--- src/design/dfrpc_defines.svh ---
// register offsets, field positions, reset values and command codes
// assumes byte addressing on a 32-bit AXI4-Lite register bus
`ifndef DFRPC_DEFINES_SVH
`define DFRPC_DEFINES_SVH
`define DFRPC_OFS_PTR 6'h00
`define DFRPC_OFS_WBUF 6'h04
`define DFRPC_OFS_RLO 6'h08
`define DFRPC_OFS_RHI 6'h0C
`define DFRPC_OFS_RMODE 6'h10
`define DFRPC_OFS_SEQ 6'h14
`define DFRPC_OFS_STAT 6'h18
`define DFRPC_RMODE_ON 7
`define DFRPC_RMODE_AR 1
`define DFRPC_RMODE_AI 0
`define DFRPC_SEQ_START 7
`define DFRPC_SEQ_MODE_HI 5
`define DFRPC_SEQ_MODE_LO 2
`define DFRPC_RST_PTR 16'h0000
`define DFRPC_RST_WBUF 32'h00000000
`define DFRPC_RST_RMODE 8'h00
`define DFRPC_RST_SEQ 8'h00
`define DFRPC_WORD_STEP 16'h0004
`define DFRPC_WORD_MASK 16'hFFFC
`define DFRPC_BLOCK_MASK 16'hF800
`define DFRPC_CMD_READ 4'h0
`define DFRPC_CMD_BLANK_BLK 4'h2
`define DFRPC_CMD_ERASE_BLK 4'h3
`define DFRPC_CMD_VERIFY_BLK 4'h6
`define DFRPC_RESP_OKAY 2'h0
`define DFRPC_RESP_SLVERR 2'h2
`endif

--- src/design/dfrpc_pkg.sv ---
// types shared by the data flash read/program controller
// assumes nothing beyond a SystemVerilog compiler
package dfrpc_pkg;
    // one-hot controller states
    typedef enum logic [4:0] {
        ST_OFF  = 5'h01,
        ST_IDLE = 5'h02,
        ST_READ = 5'h04,
        ST_PROG = 5'h08,
        ST_DONE = 5'h10
    } dfrpc_state_type;
endpackage : dfrpc_pkg

--- src/design/dfrpc_top.sv ---
// data flash read/program controller with an AXI4-Lite register slave
// assumes a flash macro that holds off done until it finishes a request
//
// Functional notes
// flash holds 4-byte words in 2 KB blocks; erase works on blocks
// software supplies address and starts each programming operation
// auto read on: pointer write with changed address fetches a word
// auto increment steps the pointer by four after each word
// software reads low half first, high half completes the word
// software writes 83H to enable auto read with increment
// read mode register writes count only while in read mode; the flash on bit is also written while the flash is stopped
// auto increment acts only when auto read is also selected
// reads always return whole words, never single bytes
// software starts the flash with the start routine after reset
// software clears flash on before entering STOP
// software clears flash on only in read mode
// software loads pointer and write buffer, then sets start bit
// end of programming raises the program end interrupt
// programming never stalls the CPU or its bus
// software sets only the start bit, never the mode field; here the command comes from the mode field written with start
// software sets start only while no programming runs
// software leaves controller registers alone while programming
// software avoids STOP while the sequencer runs
// program and data flash are never rewritten together
// end routine returns the flash to read mode after programming
// status and pass/fail of each operation are readable
// mode 00 standby, 10 auto read, 11 with increment, 01 barred
// after reset the flash is stopped with flash on at zero
// start bit clears itself once the status check has finished
// read buffer holds the word until the next auto read
//
// Decided for this implementation: the placing of the registers and register access over AXI4-Lite.
`timescale 1ns/1ns
`default_nettype none
`include "dfrpc_defines.svh"
module dfrpc_top (
    // clock and reset
    input wire logic CLK_IN,
    input wire logic NRST_IN,
    // axi4-lite write address and data
    input wire logic [31:0] AXI_AWADDR_IN,
    input wire logic AXI_AWVALID_IN,
    output logic AXI_AWREADY_OUT,
    input wire logic [31:0] AXI_WDATA_IN,
    input wire logic [3:0] AXI_WSTRB_IN,
    input wire logic AXI_WVALID_IN,
    output logic AXI_WREADY_OUT,
    // axi4-lite write response
    output logic [1:0] AXI_BRESP_OUT,
    output logic AXI_BVALID_OUT,
    input wire logic AXI_BREADY_IN,
    // axi4-lite read
    input wire logic [31:0] AXI_ARADDR_IN,
    input wire logic AXI_ARVALID_IN,
    output logic AXI_ARREADY_OUT,
    output logic [31:0] AXI_RDATA_OUT,
    output logic [1:0] AXI_RRESP_OUT,
    output logic AXI_RVALID_OUT,
    input wire logic AXI_RREADY_IN,
    // flash macro
    output logic FL_REQ_OUT,
    output logic [3:0] FL_CMD_OUT,
    output logic [15:0] FL_ADDR_OUT,
    output logic [31:0] FL_WDATA_OUT,
    input wire logic FL_DONE_IN,
    input wire logic FL_FAIL_IN,
    input wire logic [31:0] FL_RDATA_IN,
    // event to the system interrupt controller
    output logic PROG_END_IRQ_OUT
);
    // byte-lane merge used for every writable register
    function automatic logic [31:0] merge(input logic [31:0] old_v,
            input logic [31:0] new_v, input logic [3:0] strb);
        logic [31:0] res;
        res = old_v;
        for (int i = 0; i < 4; i++) begin
            if (strb[i]) begin
                res[i*8 +: 8] = new_v[i*8 +: 8];
            end
        end
        return res;
    endfunction : merge

    // register offsets that exist on the bus
    function automatic logic mapped(input logic [5:0] a);
        return a == `DFRPC_OFS_PTR || a == `DFRPC_OFS_WBUF ||
            a == `DFRPC_OFS_RLO || a == `DFRPC_OFS_RHI ||
            a == `DFRPC_OFS_RMODE || a == `DFRPC_OFS_SEQ ||
            a == `DFRPC_OFS_STAT;
    endfunction : mapped

    // bus state
    logic aw_v_r, aw_v_nxt, w_v_r, w_v_nxt;
    logic [5:0] aw_a_r, aw_a_nxt, ar_a;
    logic [31:0] w_d_r, w_d_nxt;
    logic [3:0] w_s_r, w_s_nxt;
    logic bv_r, bv_nxt, rv_r, rv_nxt;
    logic [1:0] br_r, br_nxt, rr_r, rr_nxt;
    logic [31:0] rd_r, rd_nxt;
    logic wr_fire, rd_fire;
    // core state
    dfrpc_pkg::dfrpc_state_type st_r, st_nxt;
    logic [15:0] ptr_r, ptr_nxt;
    logic [31:0] wbuf_r, wbuf_nxt, rbuf_r, rbuf_nxt;
    logic flon_r, flon_nxt;
    logic [1:0] rsel_r, rsel_nxt;
    logic start_r, start_nxt;
    logic [3:0] smode_r, smode_nxt;
    logic fail_r, fail_nxt, done_r, done_nxt;
    logic req_r, req_nxt, irq_r, irq_nxt;
    logic [3:0] cmd_r, cmd_nxt;
    logic [15:0] fa_r, fa_nxt;
    logic auto_rd, auto_inc, rd_mode;
    logic [31:0] wv;
    logic [15:0] np;

    // stalls reach the master through ready; the core never waits on it
    assign wr_fire = aw_v_r && w_v_r && !bv_r;
    assign rd_fire = AXI_ARVALID_IN && !rv_r;
    assign ar_a = AXI_ARADDR_IN[5:0];
    assign AXI_AWREADY_OUT = !aw_v_r;
    assign AXI_WREADY_OUT = !w_v_r;
    assign AXI_ARREADY_OUT = !rv_r;
    assign AXI_BVALID_OUT = bv_r;
    assign AXI_BRESP_OUT = br_r;
    assign AXI_RVALID_OUT = rv_r;
    assign AXI_RRESP_OUT = rr_r;
    assign AXI_RDATA_OUT = rd_r;

    // bus channel holding, response and read data mux
    always_comb begin
        aw_v_nxt = aw_v_r;
        aw_a_nxt = aw_a_r;
        w_v_nxt = w_v_r;
        w_d_nxt = w_d_r;
        w_s_nxt = w_s_r;
        bv_nxt = bv_r;
        br_nxt = br_r;
        rv_nxt = rv_r;
        rr_nxt = rr_r;
        rd_nxt = rd_r;
        if (AXI_AWVALID_IN && !aw_v_r) begin
            aw_v_nxt = 1'b1;
            aw_a_nxt = AXI_AWADDR_IN[5:0];
        end
        if (AXI_WVALID_IN && !w_v_r) begin
            w_v_nxt = 1'b1;
            w_d_nxt = AXI_WDATA_IN;
            w_s_nxt = AXI_WSTRB_IN;
        end
        if (bv_r && AXI_BREADY_IN) begin
            bv_nxt = 1'b0;
        end
        if (wr_fire) begin
            aw_v_nxt = 1'b0;
            w_v_nxt = 1'b0;
            bv_nxt = 1'b1;
            br_nxt = (mapped(aw_a_r) && aw_a_r[1:0] == 2'h0) ?
                `DFRPC_RESP_OKAY : `DFRPC_RESP_SLVERR;
        end
        if (rv_r && AXI_RREADY_IN) begin
            rv_nxt = 1'b0;
        end
        if (rd_fire) begin
            rv_nxt = 1'b1;
            rr_nxt = `DFRPC_RESP_OKAY;
            // whole halves only; bytes of the word are never split
            case (ar_a)
                `DFRPC_OFS_PTR: rd_nxt = {16'h0000, ptr_r};
                `DFRPC_OFS_WBUF: rd_nxt = wbuf_r;
                `DFRPC_OFS_RLO: rd_nxt = {16'h0000, rbuf_r[15:0]};
                `DFRPC_OFS_RHI: rd_nxt = {16'h0000, rbuf_r[31:16]};
                `DFRPC_OFS_RMODE:
                    rd_nxt = {24'h000000, flon_r, 5'h00, rsel_r};
                `DFRPC_OFS_SEQ:
                    rd_nxt = {24'h000000, start_r, 1'b0, smode_r, 2'h0};
                `DFRPC_OFS_STAT:
                    rd_nxt = {27'h0000000, st_r == dfrpc_pkg::ST_READ,
                        fail_r, done_r, st_r == dfrpc_pkg::ST_PROG,
                        flon_r};
                default: begin
                    rd_nxt = 32'h00000000;
                    rr_nxt = `DFRPC_RESP_SLVERR;
                end
            endcase
        end
    end

    // bus registers
    always_ff @(posedge CLK_IN or negedge NRST_IN) begin
        if (!NRST_IN) begin
            aw_v_r <= 1'b0;
            aw_a_r <= 6'h00;
            w_v_r <= 1'b0;
            w_d_r <= 32'h00000000;
            w_s_r <= 4'h0;
            bv_r <= 1'b0;
            br_r <= 2'h0;
            rv_r <= 1'b0;
            rr_r <= 2'h0;
            rd_r <= 32'h00000000;
        end else begin
            aw_v_r <= aw_v_nxt;
            aw_a_r <= aw_a_nxt;
            w_v_r <= w_v_nxt;
            w_d_r <= w_d_nxt;
            w_s_r <= w_s_nxt;
            bv_r <= bv_nxt;
            br_r <= br_nxt;
            rv_r <= rv_nxt;
            rr_r <= rr_nxt;
            rd_r <= rd_nxt;
        end
    end

    // code 01 is barred and acts as standby
    assign auto_rd = rsel_r[`DFRPC_RMODE_AR];
    assign auto_inc = auto_rd && rsel_r[`DFRPC_RMODE_AI];
    assign rd_mode = st_r == dfrpc_pkg::ST_IDLE ||
        st_r == dfrpc_pkg::ST_READ;
    assign FL_REQ_OUT = req_r;
    assign FL_CMD_OUT = cmd_r;
    assign FL_ADDR_OUT = fa_r;
    assign FL_WDATA_OUT = wbuf_r;
    assign PROG_END_IRQ_OUT = irq_r;

    // controller: register writes, flash requests, completions
    always_comb begin
        st_nxt = st_r;
        ptr_nxt = ptr_r;
        wbuf_nxt = wbuf_r;
        rbuf_nxt = rbuf_r;
        flon_nxt = flon_r;
        rsel_nxt = rsel_r;
        start_nxt = start_r;
        smode_nxt = smode_r;
        fail_nxt = fail_r;
        done_nxt = done_r;
        req_nxt = req_r;
        irq_nxt = 1'b0;
        cmd_nxt = cmd_r;
        fa_nxt = fa_r;
        wv = 32'h00000000;
        np = ptr_r;
        if (wr_fire) begin
            case (aw_a_r)
                `DFRPC_OFS_PTR: begin
                    wv = merge({16'h0000, ptr_r}, w_d_r, w_s_r);
                    np = wv[15:0] & `DFRPC_WORD_MASK;
                    ptr_nxt = np;
                end
                `DFRPC_OFS_WBUF: wbuf_nxt = merge(wbuf_r, w_d_r, w_s_r);
                `DFRPC_OFS_RMODE: begin
                    wv = merge({24'h000000, flon_r, 5'h00, rsel_r},
                        w_d_r, w_s_r);
                    if (rd_mode) begin
                        rsel_nxt = wv[1:0];
                        flon_nxt = wv[`DFRPC_RMODE_ON];
                    end else if (st_r == dfrpc_pkg::ST_OFF) begin
                        flon_nxt = wv[`DFRPC_RMODE_ON];
                    end
                end
                `DFRPC_OFS_SEQ: begin
                    wv = merge({24'h000000, start_r, 1'b0, smode_r, 2'h0},
                        w_d_r, w_s_r);
                    // refused outside idle read mode: a run is never cut
                    if (st_r == dfrpc_pkg::ST_IDLE) begin
                        smode_nxt = wv[`DFRPC_SEQ_MODE_HI:
                            `DFRPC_SEQ_MODE_LO];
                        start_nxt = wv[`DFRPC_SEQ_START];
                    end
                end
                default: ;
            endcase
        end
        case (st_r)
            dfrpc_pkg::ST_OFF: begin
                if (flon_r) begin
                    st_nxt = dfrpc_pkg::ST_IDLE;
                end
            end
            dfrpc_pkg::ST_IDLE: begin
                if (!flon_r) begin
                    st_nxt = dfrpc_pkg::ST_OFF;
                end else if (start_r) begin
                    st_nxt = dfrpc_pkg::ST_PROG;
                    req_nxt = 1'b1;
                    done_nxt = 1'b0;
                    fail_nxt = 1'b0;
                    cmd_nxt = smode_r;
                    // block operations are sent block aligned
                    if (smode_r == `DFRPC_CMD_ERASE_BLK ||
                            smode_r == `DFRPC_CMD_BLANK_BLK ||
                            smode_r == `DFRPC_CMD_VERIFY_BLK) begin
                        fa_nxt = ptr_r & `DFRPC_BLOCK_MASK;
                    end else begin
                        fa_nxt = ptr_r;
                    end
                end else if (wr_fire && aw_a_r == `DFRPC_OFS_PTR &&
                        np != ptr_r && auto_rd) begin
                    st_nxt = dfrpc_pkg::ST_READ;
                    req_nxt = 1'b1;
                    cmd_nxt = `DFRPC_CMD_READ;
                    fa_nxt = np;
                end else if (rd_fire && ar_a == `DFRPC_OFS_RHI &&
                        auto_inc) begin
                    // high half ends the word: step and fetch the next
                    ptr_nxt = ptr_r + `DFRPC_WORD_STEP;
                    st_nxt = dfrpc_pkg::ST_READ;
                    req_nxt = 1'b1;
                    cmd_nxt = `DFRPC_CMD_READ;
                    fa_nxt = ptr_r + `DFRPC_WORD_STEP;
                end
            end
            dfrpc_pkg::ST_READ: begin
                if (FL_DONE_IN) begin
                    req_nxt = 1'b0;
                    rbuf_nxt = FL_RDATA_IN;
                    st_nxt = dfrpc_pkg::ST_IDLE;
                end
            end
            dfrpc_pkg::ST_PROG: begin
                if (FL_DONE_IN) begin
                    req_nxt = 1'b0;
                    fail_nxt = FL_FAIL_IN;
                    done_nxt = 1'b1;
                    irq_nxt = 1'b1;
                    st_nxt = dfrpc_pkg::ST_DONE;
                end
            end
            dfrpc_pkg::ST_DONE: begin
                // reading status ends the check and frees the sequencer
                if (rd_fire && ar_a == `DFRPC_OFS_STAT) begin
                    start_nxt = 1'b0;
                    st_nxt = dfrpc_pkg::ST_IDLE;
                end
            end
            default: st_nxt = dfrpc_pkg::ST_OFF;
        endcase
    end

    // controller registers; flash comes up stopped
    always_ff @(posedge CLK_IN or negedge NRST_IN) begin
        if (!NRST_IN) begin
            st_r <= dfrpc_pkg::ST_OFF;
            ptr_r <= `DFRPC_RST_PTR;
            wbuf_r <= `DFRPC_RST_WBUF;
            rbuf_r <= 32'h00000000;
            flon_r <= 1'b0;
            rsel_r <= 2'h0;
            start_r <= 1'b0;
            smode_r <= 4'h0;
            fail_r <= 1'b0;
            done_r <= 1'b0;
            req_r <= 1'b0;
            irq_r <= 1'b0;
            cmd_r <= 4'h0;
            fa_r <= 16'h0000;
        end else begin
            st_r <= st_nxt;
            ptr_r <= ptr_nxt;
            wbuf_r <= wbuf_nxt;
            rbuf_r <= rbuf_nxt;
            flon_r <= flon_nxt;
            rsel_r <= rsel_nxt;
            start_r <= start_nxt;
            smode_r <= smode_nxt;
            fail_r <= fail_nxt;
            done_r <= done_nxt;
            req_r <= req_nxt;
            irq_r <= irq_nxt;
            cmd_r <= cmd_nxt;
            fa_r <= fa_nxt;
        end
    end
endmodule : dfrpc_top
`default_nettype wire

--- config.mk ---
export PLATFORM = sky130hd
export DESIGN_NAME = dfrpc_top
export DESIGN_NICKNAME = d
export VERILOG_FILES = /design/src/design/dfrpc_pkg.sv /design/src/design/dfrpc_top.sv
export VERILOG_INCLUDE_DIRS = /design/src /design/src/design
export SDC_FILE = /design/constraint.sdc
export NUM_CORES = 1
export LEC_CHECK = 0
export ABC_CLOCK_PERIOD_IN_PS = 2500
export BUFFER_PORTS_ARGS = -buffer_cell sky130_fd_sc_hd__buf_2
export CAP_MARGIN = 10
export CORE_UTILIZATION = 35
export DETAILED_ROUTE_END_ITERATION = 8
export PLACE_DENSITY = 0.71
export SLEW_MARGIN = 30
export SYNTH_ARGS = -nofsm -noshare
export SYNTH_HDL_FRONTEND = slang
export SYNTH_SLANG_ARGS = --single-unit
--- constraint.sdc ---
create_clock -name CLK_IN -period 2.5 [get_ports CLK_IN]
set_input_delay 0.125 -clock CLK_IN [delete_from_list [all_inputs] [get_ports CLK_IN]]
set_output_delay 0.125 -clock CLK_IN [all_outputs]
set_load 0.01 [all_outputs]
After elaboration in Yosys (flattened, before gate mapping)
Cells that the tools add are included.
{ "op_classes": {"add_sub_neg": 1, "n_eq_ne": 30, "muxes": 59, "n_reduce_logical": 53} }
{ "ops": {"columns": ["cell", "n"], "rows": [
  ["$pmux 32 s7", 1],
  ["$mux 16", 10],
  ["$mux 5", 8],
  ["$eq 6x5->1 const B", 6],
  ["$mux 8", 4],
  ["$mux 1", 26],
  ["$pmux 5 s5", 1],
  ["$eq 6x4->1 const B", 4],
  ["$reduce_and 3->1", 6],
  ["$add 16x3->16 const B", 1],
  ["$ne 16x16->1", 1],
  ["$reduce_and 4->1", 4],
  ["$logic_and 1x1->1", 15],
  ["$reduce_bool 2->1", 7],
  ["$eq 6x3->1 const B", 2],
  ["$logic_not 6->1", 2],
  ["$mux 4", 3],
  ["$ne 2x2->1 const B", 6],
  ["$mux 11", 1],
  ["$logic_or 1x1->1", 9],
  ["$eq 4x2->1 const B", 2],
  ["$reduce_or 7->1", 1],
  ["$pmux 1 s2", 3],
  ["$eq 5x1->1 const B", 1],
  ["other kinds (15)", 19]
]} }
{ "word_totals": {"regBits": 199, "inputBits": 141, "output_inout_bits": 95, "wordCells": 170} }

Longest topological paths before layout
{ "depth": {"ltp_word": 10, "mapped_depth": 10, "mapped_depth_nobuf": 8} }

Least setup slack after synthesis
Ideal clock, no wire load.
{ "synth_timing": {"path_kind": "register -> register", "startpoint": "reg bv_r, in the netlist AXI_BVALID_OUT", "endpoint": "reg fa_r[13], in the netlist FL_ADDR_OUT[13]", "setup_ns": 0.122, "arrival_ns": 2.463, "path_slack_ns": -0.084, "path_stages_with_launch": 10, "path_buffers": 2, "synth_period_minus_slack_ns": 2.584, "path_cell_list": "dfrtp_1 > nand3b_1 > nor4bb_1 > nand2_1 > a31oi_1 > buf_4 > buf_4 > mux2i_1 > o21bai_1 > a32o_1"} }
{ "synth_via": {"elab_chain_len": 8} }
{ "synth_lines": {"columns": ["item", "line_no", "source"], "rows": [
  ["from (decl)", "dfrpc_top.sv:97", "logic bv_r, bv_nxt, rv_r, rv_nxt;"],
  ["from (signal assigned)", "dfrpc_top.sv:208", "bv_r <= bv_nxt;"],
  ["$logic_not 1->1 (*)", "dfrpc_top.sv:118", "assign wr_fire = aw_v_r && w_v_r && !bv_r;"],
  ["$logic_and 1x1->1 (*)", "dfrpc_top.sv:118", null],
  ["$mux 16", "dfrpc_top.sv:245", "if (wr_fire) begin"],
  ["$ne 16x16->1", "dfrpc_top.sv:300", "np != ptr_r && auto_rd) begin"],
  ["$logic_and 1x1->1 (2 in a row)", "dfrpc_top.sv:299", "end else if (wr_fire && aw_a_r == `DFRPC_OFS_PTR &&"],
  ["$reduce_bool 3->1 (no source line) or $mux 16 (tied branches)", null, null],
  ["$reduce_and 3->1 (no source line) or $mux 16 (tied branches)", null, null],
  ["to (signal assigned)", "dfrpc_top.sv:373", "fa_r <= fa_nxt;"],
  ["to (decl)", "dfrpc_top.sv:112", "logic [15:0] fa_r, fa_nxt;"]
]} }
Every way passes the cells marked *; elsewhere a longest branch is shown, timed or not.
A chain may end at the register's enable or synchronous reset.

Worst setup path after layout
{ "layout_timing": {"startpoint": "reg w_d_r[11]", "endpoint": "reg st_r[1]"} }
{ "layout_via": {"elab_chain_len": 10} }
{ "layout_lines": {"columns": ["item", "line_no", "source"], "rows": [
  ["from (decl)", "dfrpc_top.sv:95", "logic [31:0] w_d_r, w_d_nxt;"],
  ["from (signal assigned)", "dfrpc_top.sv:206", "w_d_r <= w_d_nxt;"],
  ["$mux 8 (*)", "dfrpc_top.sv:77", "if (strb[i]) begin"],
  ["$mux 16 (*)", "dfrpc_top.sv:246", "case (aw_a_r)"],
  ["$mux 16 (*)", "dfrpc_top.sv:245", null],
  ["$ne 16x16->1 (*)", "dfrpc_top.sv:300", null],
  ["$logic_and 1x1->1 (*) (2 in a row)", "dfrpc_top.sv:299", null],
  ["$mux 5", "dfrpc_top.sv:299", null],
  ["$mux 5", "dfrpc_top.sv:285", "end else if (start_r) begin"],
  ["$mux 5", "dfrpc_top.sv:283", "if (!flon_r) begin"],
  ["$pmux 5 s5", "dfrpc_top.sv:276", "case (st_r)"],
  ["to (signal assigned)", "dfrpc_top.sv:345", "st_r <= dfrpc_pkg::ST_OFF;"],
  ["to (signal assigned)", "dfrpc_top.sv:360", "st_r <= st_nxt;"],
  ["to (decl)", "dfrpc_top.sv:102", "dfrpc_pkg::dfrpc_state_type st_r, st_nxt;"]
]} }
Marks and branches as above.

==> reports/qor.yml <==
sta:
  holdWs_ps: 142
  hold_viol_final: 0
  fin_crit_ps: 2400
  setup-violations-final: 0
  slew_viol_final: 0
  skew_ps: 14.1
  slew_headroom_pct: 49.1
  setup_tns_ps: 0
  max_freq_mhz: 417
  max_slew.worst_pin.slew_ps: 762
  fin_crit_sh_pct: 95.9
placement:
  dp_hpwl_mm: 19.2
  place_congestion: 0.905
  dp.cells: 1333
  dpl_cell_area_um2: 10800
  port_buffers: 181
worst_setup_path:
  start_kind: "flip-flop"
  crit_path_end_kind: "flip-flop"
  r2r-start: "w_d_r[11]"
  slowest_stage: "dfrtp_1"
  critPathKind: "flip-flop to flip-flop"
  r2r_end: "st_r[1]"
  crit_fanout: 13
  critical_path.max_stage_delay_ps: 440
  path_buf_inv: 3
  path_cells: "xnor2_2 > o2111ai_1 > o21ai_2 > buf_4 > a31oi_4 > buf_12 > clkbuf_16 > nor2_2 > a32oi_1 > a2111oi_1"
  r2r_cells: 10
  critPathTopFamily: "compound AO/OA/AOI/OAI gates"
  worst_ep_arrival_time_ps: 2720
  cp.required_ps: 2820
  rrSetupSlack_ps: 100
detailed_routing:
  drtIter0Drc: 675
  wl_per_cell_um: 18.6
  vias_per_cell: 5.23
  num_vias: 7640
  drc: 0
  postRouteAntennaNets: 0
  first_pass_iters: 6
  finalWirelength_mm: 27.2
yosys:
  synth_top_flop_cell: "dfrtp_1"
  synth-seq-cells: 197
  synthTopCellsByCount: "dfrtp_1, mux2_2, nand2_1"
  yosysTopAreaCell: "dfrtp_1"
  synth_area_leaders: "dfrtp_1, mux2_2, mux2i_1"
  synth.distinct_cells: 69
  syn_inst: 802
  ys_async_sr_fraction_pct: 100
  synth_most_common_cell: "dfrtp_1"
  ys_seq_area_share_pct: 54.3
  synth-edff-count: 0
  synth.avg_cell_area_um2: 11.3
  yosys.area.top_type_share_pct: 54.0
  syn_area_um2: 9080
  yosys_warnings: 0
power_and_ir_drop:
  power.density_nw_per_um2: 860
  leakage_nw: 6.08
  vdd_ir_drop_max_uv: 644
layout:
  fin_cells: 1462
  final_design_area_no_fill_um2: 12500
  area_growth_syn_to_layout_pct: 38.0
  fin_nets: 1259
  layout-drive-gt1-share_pct: 38.1
global_routing:
  track_usage_pct: 20.8
  grt_pass1_vias: 7864
  grt-ovfl-total: 0
  grt_max_degree: 69
  grt_pass1_wl_mm: 42.4
  antenna_found_initial: 3
clock_tree:
  clock_latency_ps: 450
  htree_levels: 4
  numCtsBuffers: 17
  cts_root_buffer: "clkbuf_16"
  clock-sinks: 197
  max-clock-path-buffers: 2
  clkTransAtPathRegs_ps: 100
  cts_tree: "done"
outcome:
  status: "finished clean"
floorplanning:
  core_area_um2: 25300
  core.rowCount: 58
  initial_core_util_pct: 35.8
  die-area_um2: 26600
  io_pins: 236
  dieWidth_um: 163
  die_h_um: 163
hold_path:
  hold_path_class: "input port to async pin"
job:
  maxCapViolCount: 0
==> cell type report <==
cell class | instances | area, um^2
clock inverter | 15 | 243
multi-input combinational | 529 | 3940
clock buffer | 17 | 425
timing repair buffer | 346 | 2470
sequential | 197 | 4930
tap | 330 | 413
inverter | 26 | 97.6
fill | 2269 | 12800
antenna | 2 | 5.00
==> metrics by stage <==
step / total power, mW / util, % / setup WS [ps]
4_1_cts: 10.7 / 48.5 / 1.97
5_1_grt: 11.3 / 49.5 / -1.30
2_1_floorplan: 6.14 / - / 58.9
6_report: 10.8 / 49.5 / 102
3_5_place_dp: 7.56 / 42.7 / -42.6
3_3_place_gp: 7.47 / 42.7 / 40.2
==> metal layers <==
layer | routed length, um | global-route usage (%) | vias to the layer above
li1 | - | - | 3562
met1 | 11200 | 25.4 | 3734
met2 | 13400 | 35.0 | 294
met3 | 1880 | 6.04 | 48
met4 | 698 | 7.05 | 2
met5 | 13 | 0 | -
==> registers in the layout (all words and copies together) (netlist names) <==
| signal | count |
|---|---|
| AXI_BRESP_OUT | 1 |
| AXI_BVALID_OUT | 1 |
| AXI_RDATA_OUT | 32 |
| AXI_RRESP_OUT | 1 |
| AXI_RVALID_OUT | 1 |
| FL_ADDR_OUT | 16 |
| FL_CMD_OUT | 4 |
| FL_REQ_OUT | 1 |
| FL_WDATA_OUT | 32 |
| PROG_END_IRQ_OUT | 1 |
| aw_a_r | 6 |
| aw_v_r | 1 |
| done_r | 1 |
| fail_r | 1 |
| flon_r | 1 |
| ptr_r | 16 |
| rbuf_r | 32 |
| rsel_r | 2 |
| smode_r | 4 |
| st_r | 5 |
| start_r | 1 |
| w_d_r | 32 |
| w_s_r | 4 |
| w_v_r | 1 |
==> worst register-to-register path, cell delays in order (launching register included) <==
cell	delay [ps]
dfrtp_1	440
xnor2_2	220
o2111ai_1	160
o21ai_2	180
buf_4	150
a31oi_4	140
buf_12	160
clkbuf_16	150
nor2_2	190
a32oi_1	140
a2111oi_1	350
==> logic make-up after synthesis <==
family,share of synthesized area [%]
mux,16.4
simple gates,10.1
flops,54.3
fa+ha+maj,0.138
xor+xnor,1.54
buf+inv,3.53
other cells,0.0413
compound gates,13.9
==> layout by cell type (no fill, tap or decap), types with 6 or more instances in the layout <==
cell	instances
a21oi_1	25
a221oi_1	15
a22o_1	20
a31oi_1	9
and3_1	8
buf_12	6
buf_2	180
buf_4	74
clkbuf_16	18
dfrtp_1	195
dlygate4sd3_1	81
inv_1	25
mux2_2	103
mux2i_1	31
nand2_1	73
nand3_1	14
nor2_1	42
nor2b_1	6
nor3_1	7
o21ai_0	46
xnor2_1	10
==> power breakdown <==
group          switching (mW)  internal, mW  leakage, nW
combinational            1.59          1.63         3.20
clock                    1.57          1.45        0.320
sequential              0.617          3.93         2.56
total                    3.78          7.00         6.08
==> worst max path at each step <==
stage / start / end / slack (ps) / depth (start not counted)
4_1_cts: aw_a_r[1] / FL_ADDR_OUT[4] / 2 / 10
3_5_place_dp: aw_a_r[1] / FL_ADDR_OUT[4] / -40 / 10
5_1_grt: AXI_BVALID_OUT / FL_ADDR_OUT[12] / -1 / 10
6_report: w_d_r[11] / st_r[1] / 100 / 10
3_3_place_gp: w_d_r[4] / ptr_r[10] / 40 / 9
2_1_floorplan: st_r[2] / ptr_r[7] / 60 / 8
==> what timing repair did <==
item / CTS / global route
gates resized for setup: 0 / 26
endpoints found under the hold margin: 173 / 0
cloned: 0 / 1
hold buffers: 81 / 0
setup buffers: 0 / 14
setup endpoints to repair: 2 / 25
pin swaps: 1 / 10
Power figures use the tool's default switching activity.
